--- src/pkg/hpp_pkg.sv ---
// Constants and types for the host parallel register port.
// Assumes a single 40 MHz system clock and an 8-bit register space behind the port.
// Overview of operation
// Mode high times accesses from host clock; low uses internal timing.
// Host supplies a continuous square-wave interface clock in synchronous mode.
// Access starts only with select low; select high ignores all strobes.
// Write strobe while selected stores data bus into addressed register.
// Read strobe while selected returns addressed register contents to host.
// Ready driven low marks completion; host waits for it before ending.
// An 8-bit direct, non-multiplexed address selects each access target.
// Factory test input held low by host; treated low when undriven.
// Data bus is bidirectional: host drives on writes, device on reads.
// Device drives data bus only while select and read strobe asserted.
package hpp_pkg;
	localparam int ADDR_W = 8;
	localparam int DATA_W = 8;
	localparam int SYS_CLK_HZ = 40000000;
	// Internal access time in asynchronous mode, in ns
	localparam int ASYNC_ACCESS_NS = 100;
	localparam int ASYNC_ACCESS_CYC =
		(ASYNC_ACCESS_NS * (SYS_CLK_HZ / 1000000) + 999) / 1000;
	localparam logic [3:0] ASYNC_CNT_INIT = 4'(ASYNC_ACCESS_CYC);
	// Host clock rising edges an access waits in synchronous mode
	localparam logic [3:0] SYNC_EDGES = 4'h2;
	localparam logic [7:0] RESET_DATA = 8'h00;
	// Idle levels of {mode, host clock, select, write, read, test} after reset
	localparam logic [5:0] CTL_IDLE = 6'h0E;
	typedef enum logic [2:0] {HPP_IDLE, HPP_WAIT, HPP_DONE} hpp_state_t;
endpackage : hpp_pkg

--- src/rtl/hpp_port.sv ---
// Host parallel register port: pin-side handshake and register file strobes.
// Assumes host pins are asynchronous to i_mclk; register file answers in one cycle.
`timescale 1ns/1ps
`default_nettype none
module hpp_port (
	input  wire logic                       i_mclk,
	input  wire logic                       i_rstn,
	input  wire logic                       i_pmode,
	input  wire logic                       i_pclk,
	input  wire logic                       i_cs_n,
	input  wire logic                       i_wr_n,
	input  wire logic                       i_rd_n,
	input  wire logic [hpp_pkg::ADDR_W-1:0] i_addr,
	input  wire logic [hpp_pkg::DATA_W-1:0] i_data,
	input  wire logic                       i_test,
	output logic      [hpp_pkg::DATA_W-1:0] o_data,
	output logic                            o_data_oe,
	output logic                            o_rdy_n,
	output logic                            o_rdy_oe,
	output logic                            o_reg_we,
	output logic                            o_reg_re,
	output logic      [hpp_pkg::ADDR_W-1:0] o_reg_addr,
	output logic      [hpp_pkg::DATA_W-1:0] o_reg_wdata,
	input  wire logic [hpp_pkg::DATA_W-1:0] i_reg_rdata,
	output logic                            o_test_mode
);
	import hpp_pkg::*;

	// Reset release and synchronised pin copies
	logic       rst_m_reg;
	logic       rst_s_reg;
	logic       rstn_int;
	logic [5:0] ctl_s;
	logic [ADDR_W-1:0] addr_s;
	logic [DATA_W-1:0] data_s;
	logic       pmode_s;
	logic       pclk_s;
	logic       cs_n_s;
	logic       wr_n_s;
	logic       rd_n_s;
	logic       test_s;

	// Reset release through two flip-flops
	// so that every register below leaves reset on the same edge
	always_ff @(posedge i_mclk or negedge i_rstn) begin
		if (!i_rstn) begin
			rst_m_reg <= 1'b0;
			rst_s_reg <= 1'b0;
		end else begin
			rst_m_reg <= 1'b1;
			rst_s_reg <= rst_m_reg;
		end
	end
	assign rstn_int = rst_s_reg;

	// Control pins synchronised; select and strobes reset to their idle high level
	hpp_sync2 #(.W(6), .INIT(CTL_IDLE)) u_sync_ctl (
		.i_mclk (i_mclk),
		.i_rstn (rstn_int),
		.i_d    ({i_pmode, i_pclk, i_cs_n, i_wr_n, i_rd_n, i_test}),
		.o_q    (ctl_s)
	);
	// Address and data synchronised
	hpp_sync2 #(.W(ADDR_W + DATA_W)) u_sync_bus (
		.i_mclk (i_mclk),
		.i_rstn (rstn_int),
		.i_d    ({i_addr, i_data}),
		.o_q    ({addr_s, data_s})
	);
	assign pmode_s = ctl_s[5];
	assign pclk_s  = ctl_s[4];
	assign cs_n_s  = ctl_s[3];
	assign wr_n_s  = ctl_s[2];
	assign rd_n_s  = ctl_s[1];
	assign test_s  = ctl_s[0];

	// Sequencer state, latched access and pin-side registers
	hpp_state_t        state_reg, state_next;
	logic [3:0]        cnt_reg, cnt_next;
	logic              pclk_reg, pclk_next;
	logic              wr_reg, wr_next;
	logic [ADDR_W-1:0] addr_reg, addr_next;
	logic [DATA_W-1:0] wdat_reg, wdat_next;
	logic [DATA_W-1:0] rdat_reg, rdat_next;
	logic              we_reg, we_next;
	logic              re_reg, re_next;
	logic              rdy_reg, rdy_next;
	logic              oe_reg, oe_next;
	logic              test_reg, test_next;
	// Decoded strobes and access timebase
	logic              sel_wr;
	logic              sel_rd;
	logic              pclk_rise;
	logic              tick;

	// Strobes count only while selected
	assign sel_wr    = !cs_n_s && !wr_n_s;
	assign sel_rd    = !cs_n_s && !rd_n_s;
	// Host clock edge detector resets low, as does its synchronised copy
	assign pclk_rise = pclk_s && !pclk_reg;
	// Access timebase: host clock edges or internal cycles
	assign tick      = i_pmode_sel(pmode_s, pclk_rise);

	// Picks the timebase: host clock rising edges or every internal cycle
	function automatic logic i_pmode_sel(input logic mode, input logic edge_seen);
		i_pmode_sel = mode ? edge_seen : 1'b1;
	endfunction : i_pmode_sel

	// Next-state logic of the access sequencer.
	// One asynchronous access, in i_mclk edges after the host pins change:
	//   third edge    synchronised select and strobe seen, address and data taken
	//   seventh edge  one-cycle register file strobe after four internal cycles
	//   eighth edge   register file read data valid on i_reg_rdata, copied on the next edge
	//   ninth edge    ready pulled low together with valid read data
	// Ready stands until the host's release is seen through the synchronisers.
	// A strobe released while still waiting aborts the access; nothing is stored.
	// Both strobes low together are taken as a write.
	always_comb begin
		state_next = state_reg;
		cnt_next   = cnt_reg;
		pclk_next  = pclk_s;
		wr_next    = wr_reg;
		addr_next  = addr_reg;
		wdat_next  = wdat_reg;
		rdat_next  = rdat_reg;
		we_next    = 1'b0;
		re_next    = 1'b0;
		rdy_next   = rdy_reg;
		oe_next    = sel_rd;
		test_next  = test_s;
		case (state_reg)
			HPP_IDLE: begin
				rdy_next = 1'b0;
				if (sel_wr || sel_rd) begin
					state_next = HPP_WAIT;
					wr_next    = sel_wr;
					addr_next  = addr_s;
					wdat_next  = data_s;
					cnt_next   = pmode_s ? SYNC_EDGES : ASYNC_CNT_INIT;
				end
			end
			HPP_WAIT: begin
				if (!(sel_wr || sel_rd)) begin
					state_next = HPP_IDLE; // Aborted access
				end else if (tick) begin
					// Last count: strobe the register file for exactly one cycle
					if (cnt_reg <= 4'h1) begin
						state_next = HPP_DONE;
						we_next    = wr_reg;
						re_next    = !wr_reg;
					end else begin
						cnt_next = cnt_reg - 4'h1;
					end
				end
			end
			HPP_DONE: begin
				if (we_reg || re_reg) begin
					// Strobe cycle: the register file has not answered yet
					rdy_next = 1'b0;
				end else begin
					if (!wr_reg && !rdy_reg) begin
						rdat_next = i_reg_rdata;
					end
					rdy_next = 1'b1;
				end
				if (!(sel_wr || sel_rd)) begin
					state_next = HPP_IDLE;
					rdy_next   = 1'b0;
				end
			end
			default: begin
				state_next = HPP_IDLE;
			end
		endcase
	end

	// State registers
	// Reset branch loads constants only; otherwise the next values are registered
	always_ff @(posedge i_mclk or negedge rstn_int) begin
		if (!rstn_int) begin
			state_reg <= HPP_IDLE;
			cnt_reg   <= 4'h0;
			pclk_reg  <= 1'b0;
			wr_reg    <= 1'b0;
			addr_reg  <= '0;
			wdat_reg  <= RESET_DATA;
			rdat_reg  <= RESET_DATA;
			we_reg    <= 1'b0;
			re_reg    <= 1'b0;
			rdy_reg   <= 1'b0;
			oe_reg    <= 1'b0;
			test_reg  <= 1'b0;
		end else begin
			state_reg <= state_next;
			cnt_reg   <= cnt_next;
			pclk_reg  <= pclk_next;
			wr_reg    <= wr_next;
			addr_reg  <= addr_next;
			wdat_reg  <= wdat_next;
			rdat_reg  <= rdat_next;
			we_reg    <= we_next;
			re_reg    <= re_next;
			rdy_reg   <= rdy_next;
			oe_reg    <= oe_next;
			test_reg  <= test_next;
		end
	end

	// Pin and register-file outputs
	// The bus enable also follows the raw pins so that the bus is freed at once
	// when the host releases select or the read strobe
	assign o_data      = rdat_reg;
	assign o_data_oe   = oe_reg && !i_cs_n && !i_rd_n;
	assign o_rdy_n     = 1'b0;
	assign o_rdy_oe    = rdy_reg; // Open drain: pull low when done
	assign o_reg_we    = we_reg;
	assign o_reg_re    = re_reg;
	assign o_reg_addr  = addr_reg;
	assign o_reg_wdata = wdat_reg;
	assign o_test_mode = test_reg;
endmodule : hpp_port
`default_nettype wire

--- src/rtl/hpp_sync2.sv ---
// Two-flip-flop synchroniser for pin inputs.
// Assumes the destination clock and an active-low asynchronous reset.
`timescale 1ns/1ps
`default_nettype none
module hpp_sync2 #(
	parameter int           W    = 1,
	parameter logic [W-1:0] INIT = '0
) (
	input  wire logic         i_mclk,
	input  wire logic         i_rstn,
	input  wire logic [W-1:0] i_d,
	output logic      [W-1:0] o_q
);
	logic [W-1:0] meta_reg;
	logic [W-1:0] q_reg;
	// First stage read only by the second stage; both reset to the idle level
	always_ff @(posedge i_mclk or negedge i_rstn) begin
		if (!i_rstn) begin
			meta_reg <= INIT;
			q_reg    <= INIT;
		end else begin
			meta_reg <= i_d;
			q_reg    <= meta_reg;
		end
	end
	assign o_q = q_reg;
endmodule : hpp_sync2
`default_nettype wire

--- config.mk ---
export PLATFORM = sky130hd
export DESIGN_NAME = hpp_port
export DESIGN_NICKNAME = d
export VERILOG_FILES = /design/src/pkg/hpp_pkg.sv /design/src/rtl/hpp_port.sv /design/src/rtl/hpp_sync2.sv
export SDC_FILE = /design/constraint.sdc
export NUM_CORES = 1
export LEC_CHECK = 0
export ABC_AREA = 1
export BUFFER_PORTS_ARGS = -buffer_cell sky130_fd_sc_hd__buf_4
export CORE_MARGIN = 2
export CORE_UTILIZATION = 53
export CTS_BUF_LIST = sky130_fd_sc_hd__clkbuf_16
export CTS_CLUSTER_DIAMETER = 100
export DETAILED_ROUTE_END_ITERATION = 12
export PLACE_DENSITY = 0.78
export SYNTH_ARGS = -nofsm -noshare
export SYNTH_HDL_FRONTEND = slang
export SYNTH_SLANG_ARGS = --single-unit
--- constraint.sdc ---
create_clock -name i_mclk -period 2.76 [get_ports i_mclk]
set_clock_uncertainty 0.05 [all_clocks]
set_input_delay 0.138 -clock i_mclk [delete_from_list [all_inputs] [get_ports i_mclk]]
set_output_delay 0.138 -clock i_mclk [all_outputs]
set_load 0.01 [all_outputs]
# After elaboration in Yosys (flattened, before gate mapping)
# Index checks and enable logic that the tools add are counted.
op_classes:
  bitwise: 1
  n_mux: 24
  order_cmp: 1
  multipliers: 0
  n_eq_ne: 9
  n_shift: 0
  n_div: 0
  n_addsub: 1
  reduce_logical: 23
op_table:
  columns: ["cell", "n"]
  rows:
  - ["two-way mux 3 bit", 6]
  - ["two-way mux 4 bit", 4]
  - ["two-way mux 1 bit", 11]
  - ["!= test 2 bit (second input constant)", 5]
  - ["case mux 3 bit (3 select lines)", 1]
  - ["zero test 1 bit", 8]
  - ["case mux 4 bit (2 select lines)", 1]
  - ["logical AND 1 bit", 6]
  - ["!= test 3 bit (second input constant)", 2]
  - ["AND reduction 5 bit", 1]
  - ["less-or-equal comparator 4 x 1 -> 1 bit (second input constant)", 1]
  - ["AND reduction 4 bit", 1]
  - ["nonzero test 2 bit", 2]
  - ["subtractor 4 x 1 -> 4 bit (second input constant)", 1]
  - ["equality test 3 x 1 -> 1 bit (second input constant)", 1]
  - ["equality test 3 x 2 -> 1 bit (second input constant)", 1]
  - ["zero test 3 bit", 1]
  - ["AND reduction 3 bit", 1]
  - ["logical OR 1 bit", 2]
  - ["case mux 1 bit (2 select lines)", 1]
  - ["AND reduction 2 bit", 1]
  - ["inverter 1 bit", 1]
word_totals:
  register_bits: 84
  output_inout_bits: 30
  rom_bits: 0
  latchBits: 0
  inputBits: 32
  n_memories: 0
  ramBits: 0
  word_cells: 77

# Logic depth before layout (Yosys ltp)
# Gate-level depths: netlist (run 1).
logic_depth:
  word_depth: 6
  ltp_mapped: 10

# Cells and area by module
# Synthesis (run 1) repeated with hierarchy kept, for this count alone.
hier_totals:
  cells_unflattened: 240
  area_unflattened_um2: 2849.0
modules_own_cells:
  columns: ["mod", "area_per_inst_um2", "seq_area_each_um2", "cells_per_inst", "instances"]
  rows:
  - ["hpp_port", 1740.4, 975.9, 196, 1]
  - ["hpp_sync2 (u_sync_bus)", 800.8, 800.8, 32, 1]
  - ["hpp_sync2 (u_sync_ctl)", 307.8, 307.8, 12, 1]

# Worst setup path after synthesis (run 1)
# Ideal clock, no wire load.
synth_path:
  path_type: "register to register"
  from: "reg cnt_reg[0]"
  to: "reg cnt_reg[3]"
  path_stages_with_launch: 11
  setup_slack_ns: 1.428
  setup_time_ns: 0.116
  required_ns: 2.594
  t_arrival_ns: 1.166
  n_path_buf: 0
  cell_sequence: "dfrtp_1 > inv_1 > ha_1 > inv_1 > nand2_1 > nand2_1 > nand2_1 > nand2_1 > nand2_1 > nand2_1 > nand2_1"
synth_via:
  elab_chain_len: 5
synth_lines:
  columns: ["item", "line_no", "text"]
  rows:
  - ["from (decl)", "hpp_port.sv:79", "logic [3:0] cnt_reg, cnt_next;"]
  - ["from (signal assigned)", "hpp_port.sv:195", "cnt_reg <= cnt_next;"]
  - ["subtractor 4 x 1 -> 4 bit", "hpp_port.sv:152", "cnt_next = cnt_reg - 4'h1;"]
  - ["two-way mux 4 bit", "hpp_port.sv:147", "if (cnt_reg <= 4'h1) begin"]
  - ["two-way mux 4 bit", "hpp_port.sv:145", "end else if (tick) begin"]
  - ["two-way mux 4 bit", "hpp_port.sv:143", "if (!(sel_wr || sel_rd)) begin"]
  - ["case mux 4 bit (2 select lines)", "hpp_port.sv:131", "case (state_reg)"]
# Several ways; a longest one is shown, not always the timed one. The select of a mux whose other input is x is not followed.
# A chain may end at the register's enable or synchronous reset.

# Worst setup path in the final report (run 1)
layout_path:
  from: "reg state_reg[0]"
  to: "reg rdat_reg[3] (netlist: o_data[3])"
layout_via:
  elab_chain_len: 2
layout_lines:
  columns: ["item", "line_no", "text"]
  rows:
  - ["from (decl)", "hpp_port.sv:78", "hpp_state_t state_reg, state_next;"]
  - ["from (signal assigned)", "hpp_port.sv:194", "state_reg <= state_next;"]
  - ["equality test 3 x 2 -> 1 bit", "hpp_port.sv:131", null]
  - ["AND reduction 3 bit (no source line)", null, null]
  - ["to (signal assigned)", "hpp_port.sv:200", "rdat_reg <= rdat_next;"]
  - ["to (decl)", "hpp_port.sv:84", "logic [DATA_W-1:0] rdat_reg, rdat_next;"]
# Every way passes these cells.

==> reports/metrics.csv, run 1 <==
stage,metric,value,unit
hold_path,Hold EP,o_data[3],
synth,biggest area consumer among synthesized cells,dfrtp_1,
power,sequential power share,0.457,
timing,RSZ-0062 raised after global routing,false,
layout,Antenna Cells,0,
timing,Worst Max-Slew Pin Slew,0.969,ns
power,cell-internal power,2.48,mW
cts,H-tree depth,3,
timing,"Slew Viols, Final",0,
synth,synthesized area per cell,12.1,µm²
critical_path,Buf/Inv on CP,0,
timing,slew margin rel.,0.354,
cts,Root Buffer,clkbuf_16,
floorplanning,starting density of the core,0.554,
synth,synth warn,0,
critical_path,Crit-path slowest cell,dfrtp_1,
global_route,number of global-route vias before repair,1913,
route,Residual DRC,0,
timing,Final Cycle Share,0.656,
synth,Mapped Area,2870,µm²
synth,most frequent cell after synthesis,dfrtp_1,
power,Combinational Power Share,0.213,
route,Post-DRT Antenna Nets,0,
critical_path,"delay-heaviest family, CP",simple AND/OR/NAND/NOR gates,
cts,setup bufs post-CTS,0,
power,Worst VDD drop,0.579,mV
global_route,initial antenna violation count,0,
critical_path,Crit path required time,2.92,ns
cts,Worst-path clk slew,0.06,ns
global_route,met1 GRT Util,0.233,
timing,final setup fails,0,
timing,setup TNS,0,ns
place,hpwl dp,3.01,mm
critical_path,R2R depth,4,
critical_path,CP Capture Type,flop,
synth,syn nets,271,
synth,Synth Flop Type,dfrtp_1,
route,via-per-instance ratio,4.65,
cts,CTS max path bufs,2,
critical_path,Crit path largest cell delay,0.66,ns
floorplanning,Die Ht,77.5,µm
layout,Filler cells,324,
cts,CTS sink cnt,83,
power,Clk pwr share,0.330,
timing,Final min period,1.81,ns
layout,Layout Cell Area excl Fill,3860,µm²
cts,Post-CTS Resized,0,
route,1st-pass router iterations,4,
synth,post-synthesis register bit count,83,
floorplanning,die footprint,6010,µm²
synth,top post-synthesis cells by count,"dfrtp_1 (77), nand2_1 (59), inv_1 (18), nand2_2 (12), o21ai_0 (10)",
place,GPL Wtd Cong,0.739,
global_route,first-pass GRT wire length,8.64,mm
cts,Worst-Skew Late Latency,0.33,ns
hold_path,worst hold start,i_reg_rdata[3],
floorplanning,Die W,77.5,µm
cts,CTS tree,done,
layout,layout cell share with drive strength beyond 1,0.331,
hold_path,worst hold path stage count,3,
route,Post-Route WL,4.91,mm
layout,area added between synthesis and finish,34.8,%
route,wire length per cell,12.3,µm
timing,final hold violations,0,
timing,Fmax achieved,0.553,GHz
floorplanning,Core ar.,5170,µm²
critical_path,"critical path, cell by cell","nor2_2, nand4_2, nand2_1, o21ai_2",
layout,Final #Nets,358,
route,routed via count,1855,
timing,final hold slack,0.0131,ns
synth,"Seq/Total Area, Yosys",0.728,
global_route,Global Route met2 Usage,0.314,
run,total of max-cap violations,0,
global_route,total global routing overflow,0,
cts,"Hold-fix buffers, CTS",23,
synth,Post-synth EDFFs,0,
critical_path,reg-to-reg endpoint,o_data[3],
run_status,run status,completed,
synth,top-area cell type share of the netlist area,0.672,
critical_path,Worst Setup SP,state_reg[0],
floorplanning,Cell Rows,26,
critical_path,worst r2r src,state_reg[0],
global_route,busiest grt layer,met2,
critical_path,critical path class,flop to flop,
critical_path,Worst EP arrival,1.96,ns
place,Placement Cell Area,3340,µm²
hold_path,hold crit path type,input port to flop,
route,DR iter-0 viols,130,
power,pwr dens,898,nW/µm²
synth,"Distinct cells, synth",24,
place,PortBufs,60,
synth,top post-synthesis cells by area,"dfrtp_1 (67%), nand2_1 (7.7%), dfstp_2 (5.5%)",
global_route,GRT Resource Usage Total,0.191,
global_route,largest net degree at the start of global routing,82,
synth,Post-Synthesis Cells,237,
critical_path,CP startpoint kind,flop,
power,leakage,1.94,nW
floorplanning,num ports,62,
synth,Async SR Flop Fraction,1.00,
critical_path,R2R setup slack,0.95,ns
power,NetSw,986,µW
power,Sw Share,0.285,
cts,CTS Buf Count,9,
global_route,routing usage on met3,0.0500,
critical_path,Crit Path Max Fanout,22,
==> logic make-up (layout without fill, tap and decap cells) <==
family          Yosys count  count (layout)  synth area share
other cells               2               2           0.00262
simple gates             91              91             0.144
flops                    83              83             0.728
fa+ha+maj                 2               2           0.00873
buf+inv                  29             121            0.0528
compound gates           30              30            0.0642
==> worst min-delay path, cell delays in order <==
cell and delay [ns]:
buf_4 0.10, inv_1 0.06, o21ai_2 0.05
==> power by group through the flow <==
| stage | logic [mW] | registers (mW) | clock network [mW] |
|---|---|---|---|
| 3_3_place_gp | 0.683 | 1.60 | 0 |
| 5_1_grt | 0.839 | 1.62 | 1.23 |
| 3_5_place_dp | 0.713 | 1.61 | 0 |
| 6_report | 0.738 | 1.58 | 1.15 |
| 2_1_floorplan | 0.369 | 1.63 | 0 |
| 4_1_cts | 0.746 | 1.59 | 1.16 |
==> how the worst max path moves through the flow <==
stage / to / cells after the start
CTS: o_data[3] / 4
global route: o_data[6] / 4
finish: o_data[3] / 4
floorplan: cnt_reg[0] / 0
detailed placement: o_data[3] / 4
global placement: o_data[0] / 4
==> cell type report <==
type	count	area [µm²]	area share
sequential	83	2090	0.541
timing repair buffer	83	681	0.176
multi-input combinational	125	629	0.163
clock buffer	9	225	0.0583
tap	70	87.6	0.0227
inverter	22	82.6	0.0214
clock inverter	7	68.8	0.0178
==> placed cells by master, fill, tap and decap left out <==
master          n
clkinv_1        3
inv_2           3
nand2_2        12
a21oi_1         2
nor2_2          2
nand3_1         6
dfrtp_4         1
dfstp_2         6
nor2_8          1
o21ai_0        10
nand2_1        59
buf_4          60
inv_1          18
a21oi_2         1
o21ai_2         8
nor3b_1         1
o21ai_1         9
conb_1          2
ha_1            2
bufinv_16       1
nor2_1          9
clkinv_2        1
clkbuf_16       9
dfrtp_1        76
nand4_2         1
clkinv_4        3
dlygate4sd3_1  23
==> through the flow <==
stage	setup WS, ns	cells	power [mW]	util
final	0.951	399	3.47	0.747
after detailed placement	0.965	360	2.32	0.645
after floorplan	0.238	237	2.00	-
after global placement	1.01	360	2.29	0.645
after global routing	0.748	399	3.68	0.747
after CTS	0.949	399	3.50	0.747
==> routing by layer <==
metal,part of all wire,vias up
met5,0,-
met4,0.024,0
met3,0.039,9
met2,0.53,39
met1,0.41,898
li1,-,909
No activity file was read; power rests on OpenSTA's default activity.
==> run 2, diff against run 1 <==
==> constraint.sdc (replaced) <==
create_clock -name i_mclk -period 1.7 [get_ports i_mclk]
set_clock_uncertainty 0.05 [all_clocks]
set_input_delay 0.085 -clock i_mclk [delete_from_list [all_inputs] [get_ports i_mclk]]
set_output_delay 0.085 -clock i_mclk [all_outputs]
set_load 0.01 [all_outputs]
==> reports/metrics.csv, run 2 (synthesized netlist as in run 1, its figures left out) <==
stage,metric,value,unit
run_status,run status,completed,
cts,Post-CTS Resized,0,
critical_path,CP startpoint kind,flop,
timing,"Slew Viols, Final",0,
layout,Sequential cell area,2090,µm²
route,1st-pass router iterations,4,
critical_path,Crit path required time,1.87,ns
floorplanning,num ports,62,
route,DR iter-0 viols,112,
critical_path,reg-to-reg endpoint,cnt_reg[3],
layout,Final #Nets,375,
place,hpwl dp,3.44,mm
route,Post-DRT Antenna Nets,0,
global_route,GRT Resource Usage Total,0.216,
global_route,total global routing overflow,0,
global_route,largest net degree at the start of global routing,38,
layout,Filler cells,306,
route,routed via count,1916,
timing,final hold violations,0,
critical_path,R2R setup slack,0.15,ns
cts,setup bufs post-CTS,0,
cts,CTS sink cnt,83,
cts,CTS Buf Count,9,
critical_path,CP Capture Type,flop,
power,Final Power,5.81,mW
route,wire length per cell,13.4,µm
route,via-per-instance ratio,4.61,
timing,Final Cycle Share,0.913,
critical_path,cell mode on critical path,nand2_1,
critical_path,Crit-path slowest cell,dfrtp_1,
layout,"most common cell after layout, fill and taps aside",dfrtp_1,
critical_path,Crit Path Max Fanout,4,
place,GPL Wtd Cong,0.781,
route,Residual DRC,0,
layout,most frequent cells in the layout,"dfrtp_1 (76), buf_4 (69), nand2_1 (59), dlygate4sd3_1 (31), inv_1 (22)",
cts,CTS max path bufs,2,
critical_path,Crit path largest cell delay,0.38,ns
floorplanning,Die Ht,77.5,µm
floorplanning,Cell Rows,26,
cts,Worst-path clk slew,0.06,ns
cts,Worst-Skew Late Latency,0.33,ns
critical_path,R2R depth,10,
critical_path,"critical path, cell by cell","inv_1, ha_1, inv_1, nand2_1, nand2_1, nand2_1, nand2_1, nand2_1, nand2_1, nand2_1",
critical_path,worst r2r src,cnt_reg[0],
floorplanning,die footprint,6010,µm²
timing,Fmax achieved,0.644,GHz
run,total of max-cap violations,0,
cts,H-tree depth,3,
layout,layout cell share with drive strength beyond 1,0.335,
global_route,initial antenna violation count,0,
hold_path,hold crit path type,input port to asynchronous set/reset pin,
power,leakage,2.04,nW
layout,multi-input combinational cell area,629,µm²
global_route,first-pass GRT wire length,9.63,mm
floorplanning,starting density of the core,0.554,
layout,fin util,0.777,
layout,area added between synthesis and finish,40.3,%
power,pwr dens,1440,nW/µm²
place,PortBufs,60,
timing,Final min period,1.55,ns
power,Worst VDD drop,0.953,mV
cts,CTS tree,done,
timing,RSZ-0062 raised after global routing,false,
critical_path,Worst EP arrival,1.72,ns
critical_path,critical path class,flop to flop,
timing,final setup fails,0,
timing,setup TNS,0,ns
layout,Antenna Cells,0,
floorplanning,Die W,77.5,µm
floorplanning,Core ar.,5170,µm²
cts,Root Buffer,clkbuf_16,
global_route,number of global-route vias before repair,2033,
route,Post-Route WL,5.56,mm
run 2: timing repair:
action / 4_1_cts / 5_1_grt
hold buffers: 31 / 0
endpoints found under the setup margin: 0 / 0
hold endpoints to repair: 32 / 0
run 2: power breakdown:
| group | total (mW) | leakage (nW) | switching (mW) | internal, mW |
|---|---|---|---|---|
| sequential | 2.53 | 0.990 | 0.217 | 2.32 |
| combinational | 1.31 | 0.885 | 0.691 | 0.618 |
| clock | 1.96 | 0.164 | 0.704 | 1.26 |
| total | 5.81 | 2.04 | 1.61 | 4.19 |
run 2: critical path: cells and delay by family (launching register included):
kind	cells	cell delay [ns]
AND/OR/NAND/NOR	7	0.63
flip-flops	1	0.38
adder cells (fa/ha/maj)	1	0.21
buffers and inverters	2	0.17
run 2: routing by layer:
| layer | up-vias | wire, µm | GRT usage |
|---|---|---|---|
| li1 | 934 | - | - |
| met1 | 919 | 2160 | 0.248 |
| met2 | 54 | 3020 | 0.374 |
| met4 | 0 | 102 | 0.107 |
| met3 | 9 | 272 | 0.0581 |
| met5 | - | 0 | 0 |
run 2: worst max path at each step:
stage,startpoint,end,slack (ns),cells past startpoint
global placement,cnt_reg[0],cnt_reg[3],0.30,10
global route,cnt_reg[0],cnt_reg[0],0.03,10
floorplan,rst_s_reg,cnt_reg[0],0.25,0
CTS,cnt_reg[0],cnt_reg[3],0.16,10
detailed placement,cnt_reg[0],cnt_reg[0],0.21,10
finish,cnt_reg[0],cnt_reg[3],0.15,10
run 2: final cells by class:
cell class,count,share of cell area
tap,70,0.0218
clock inverter,7,0.0199
clock buffer,9,0.0560
sequential,83,0.519
timing repair buffer,100,0.206
multi-input combinational,125,0.157
inverter,22,0.0205
run 2: through the flow:
step,instances,worst slack (ns),instance area [µm²],hold slack [ns]
floorplan,237,0.251,2870,-0.261
global placement,369,0.304,3410,-0.182
detailed placement,369,0.206,3410,-0.181
CTS,416,0.162,4020,0.0106
global route,416,0.0280,4020,0.0412
finish,416,0.148,4020,0.0340
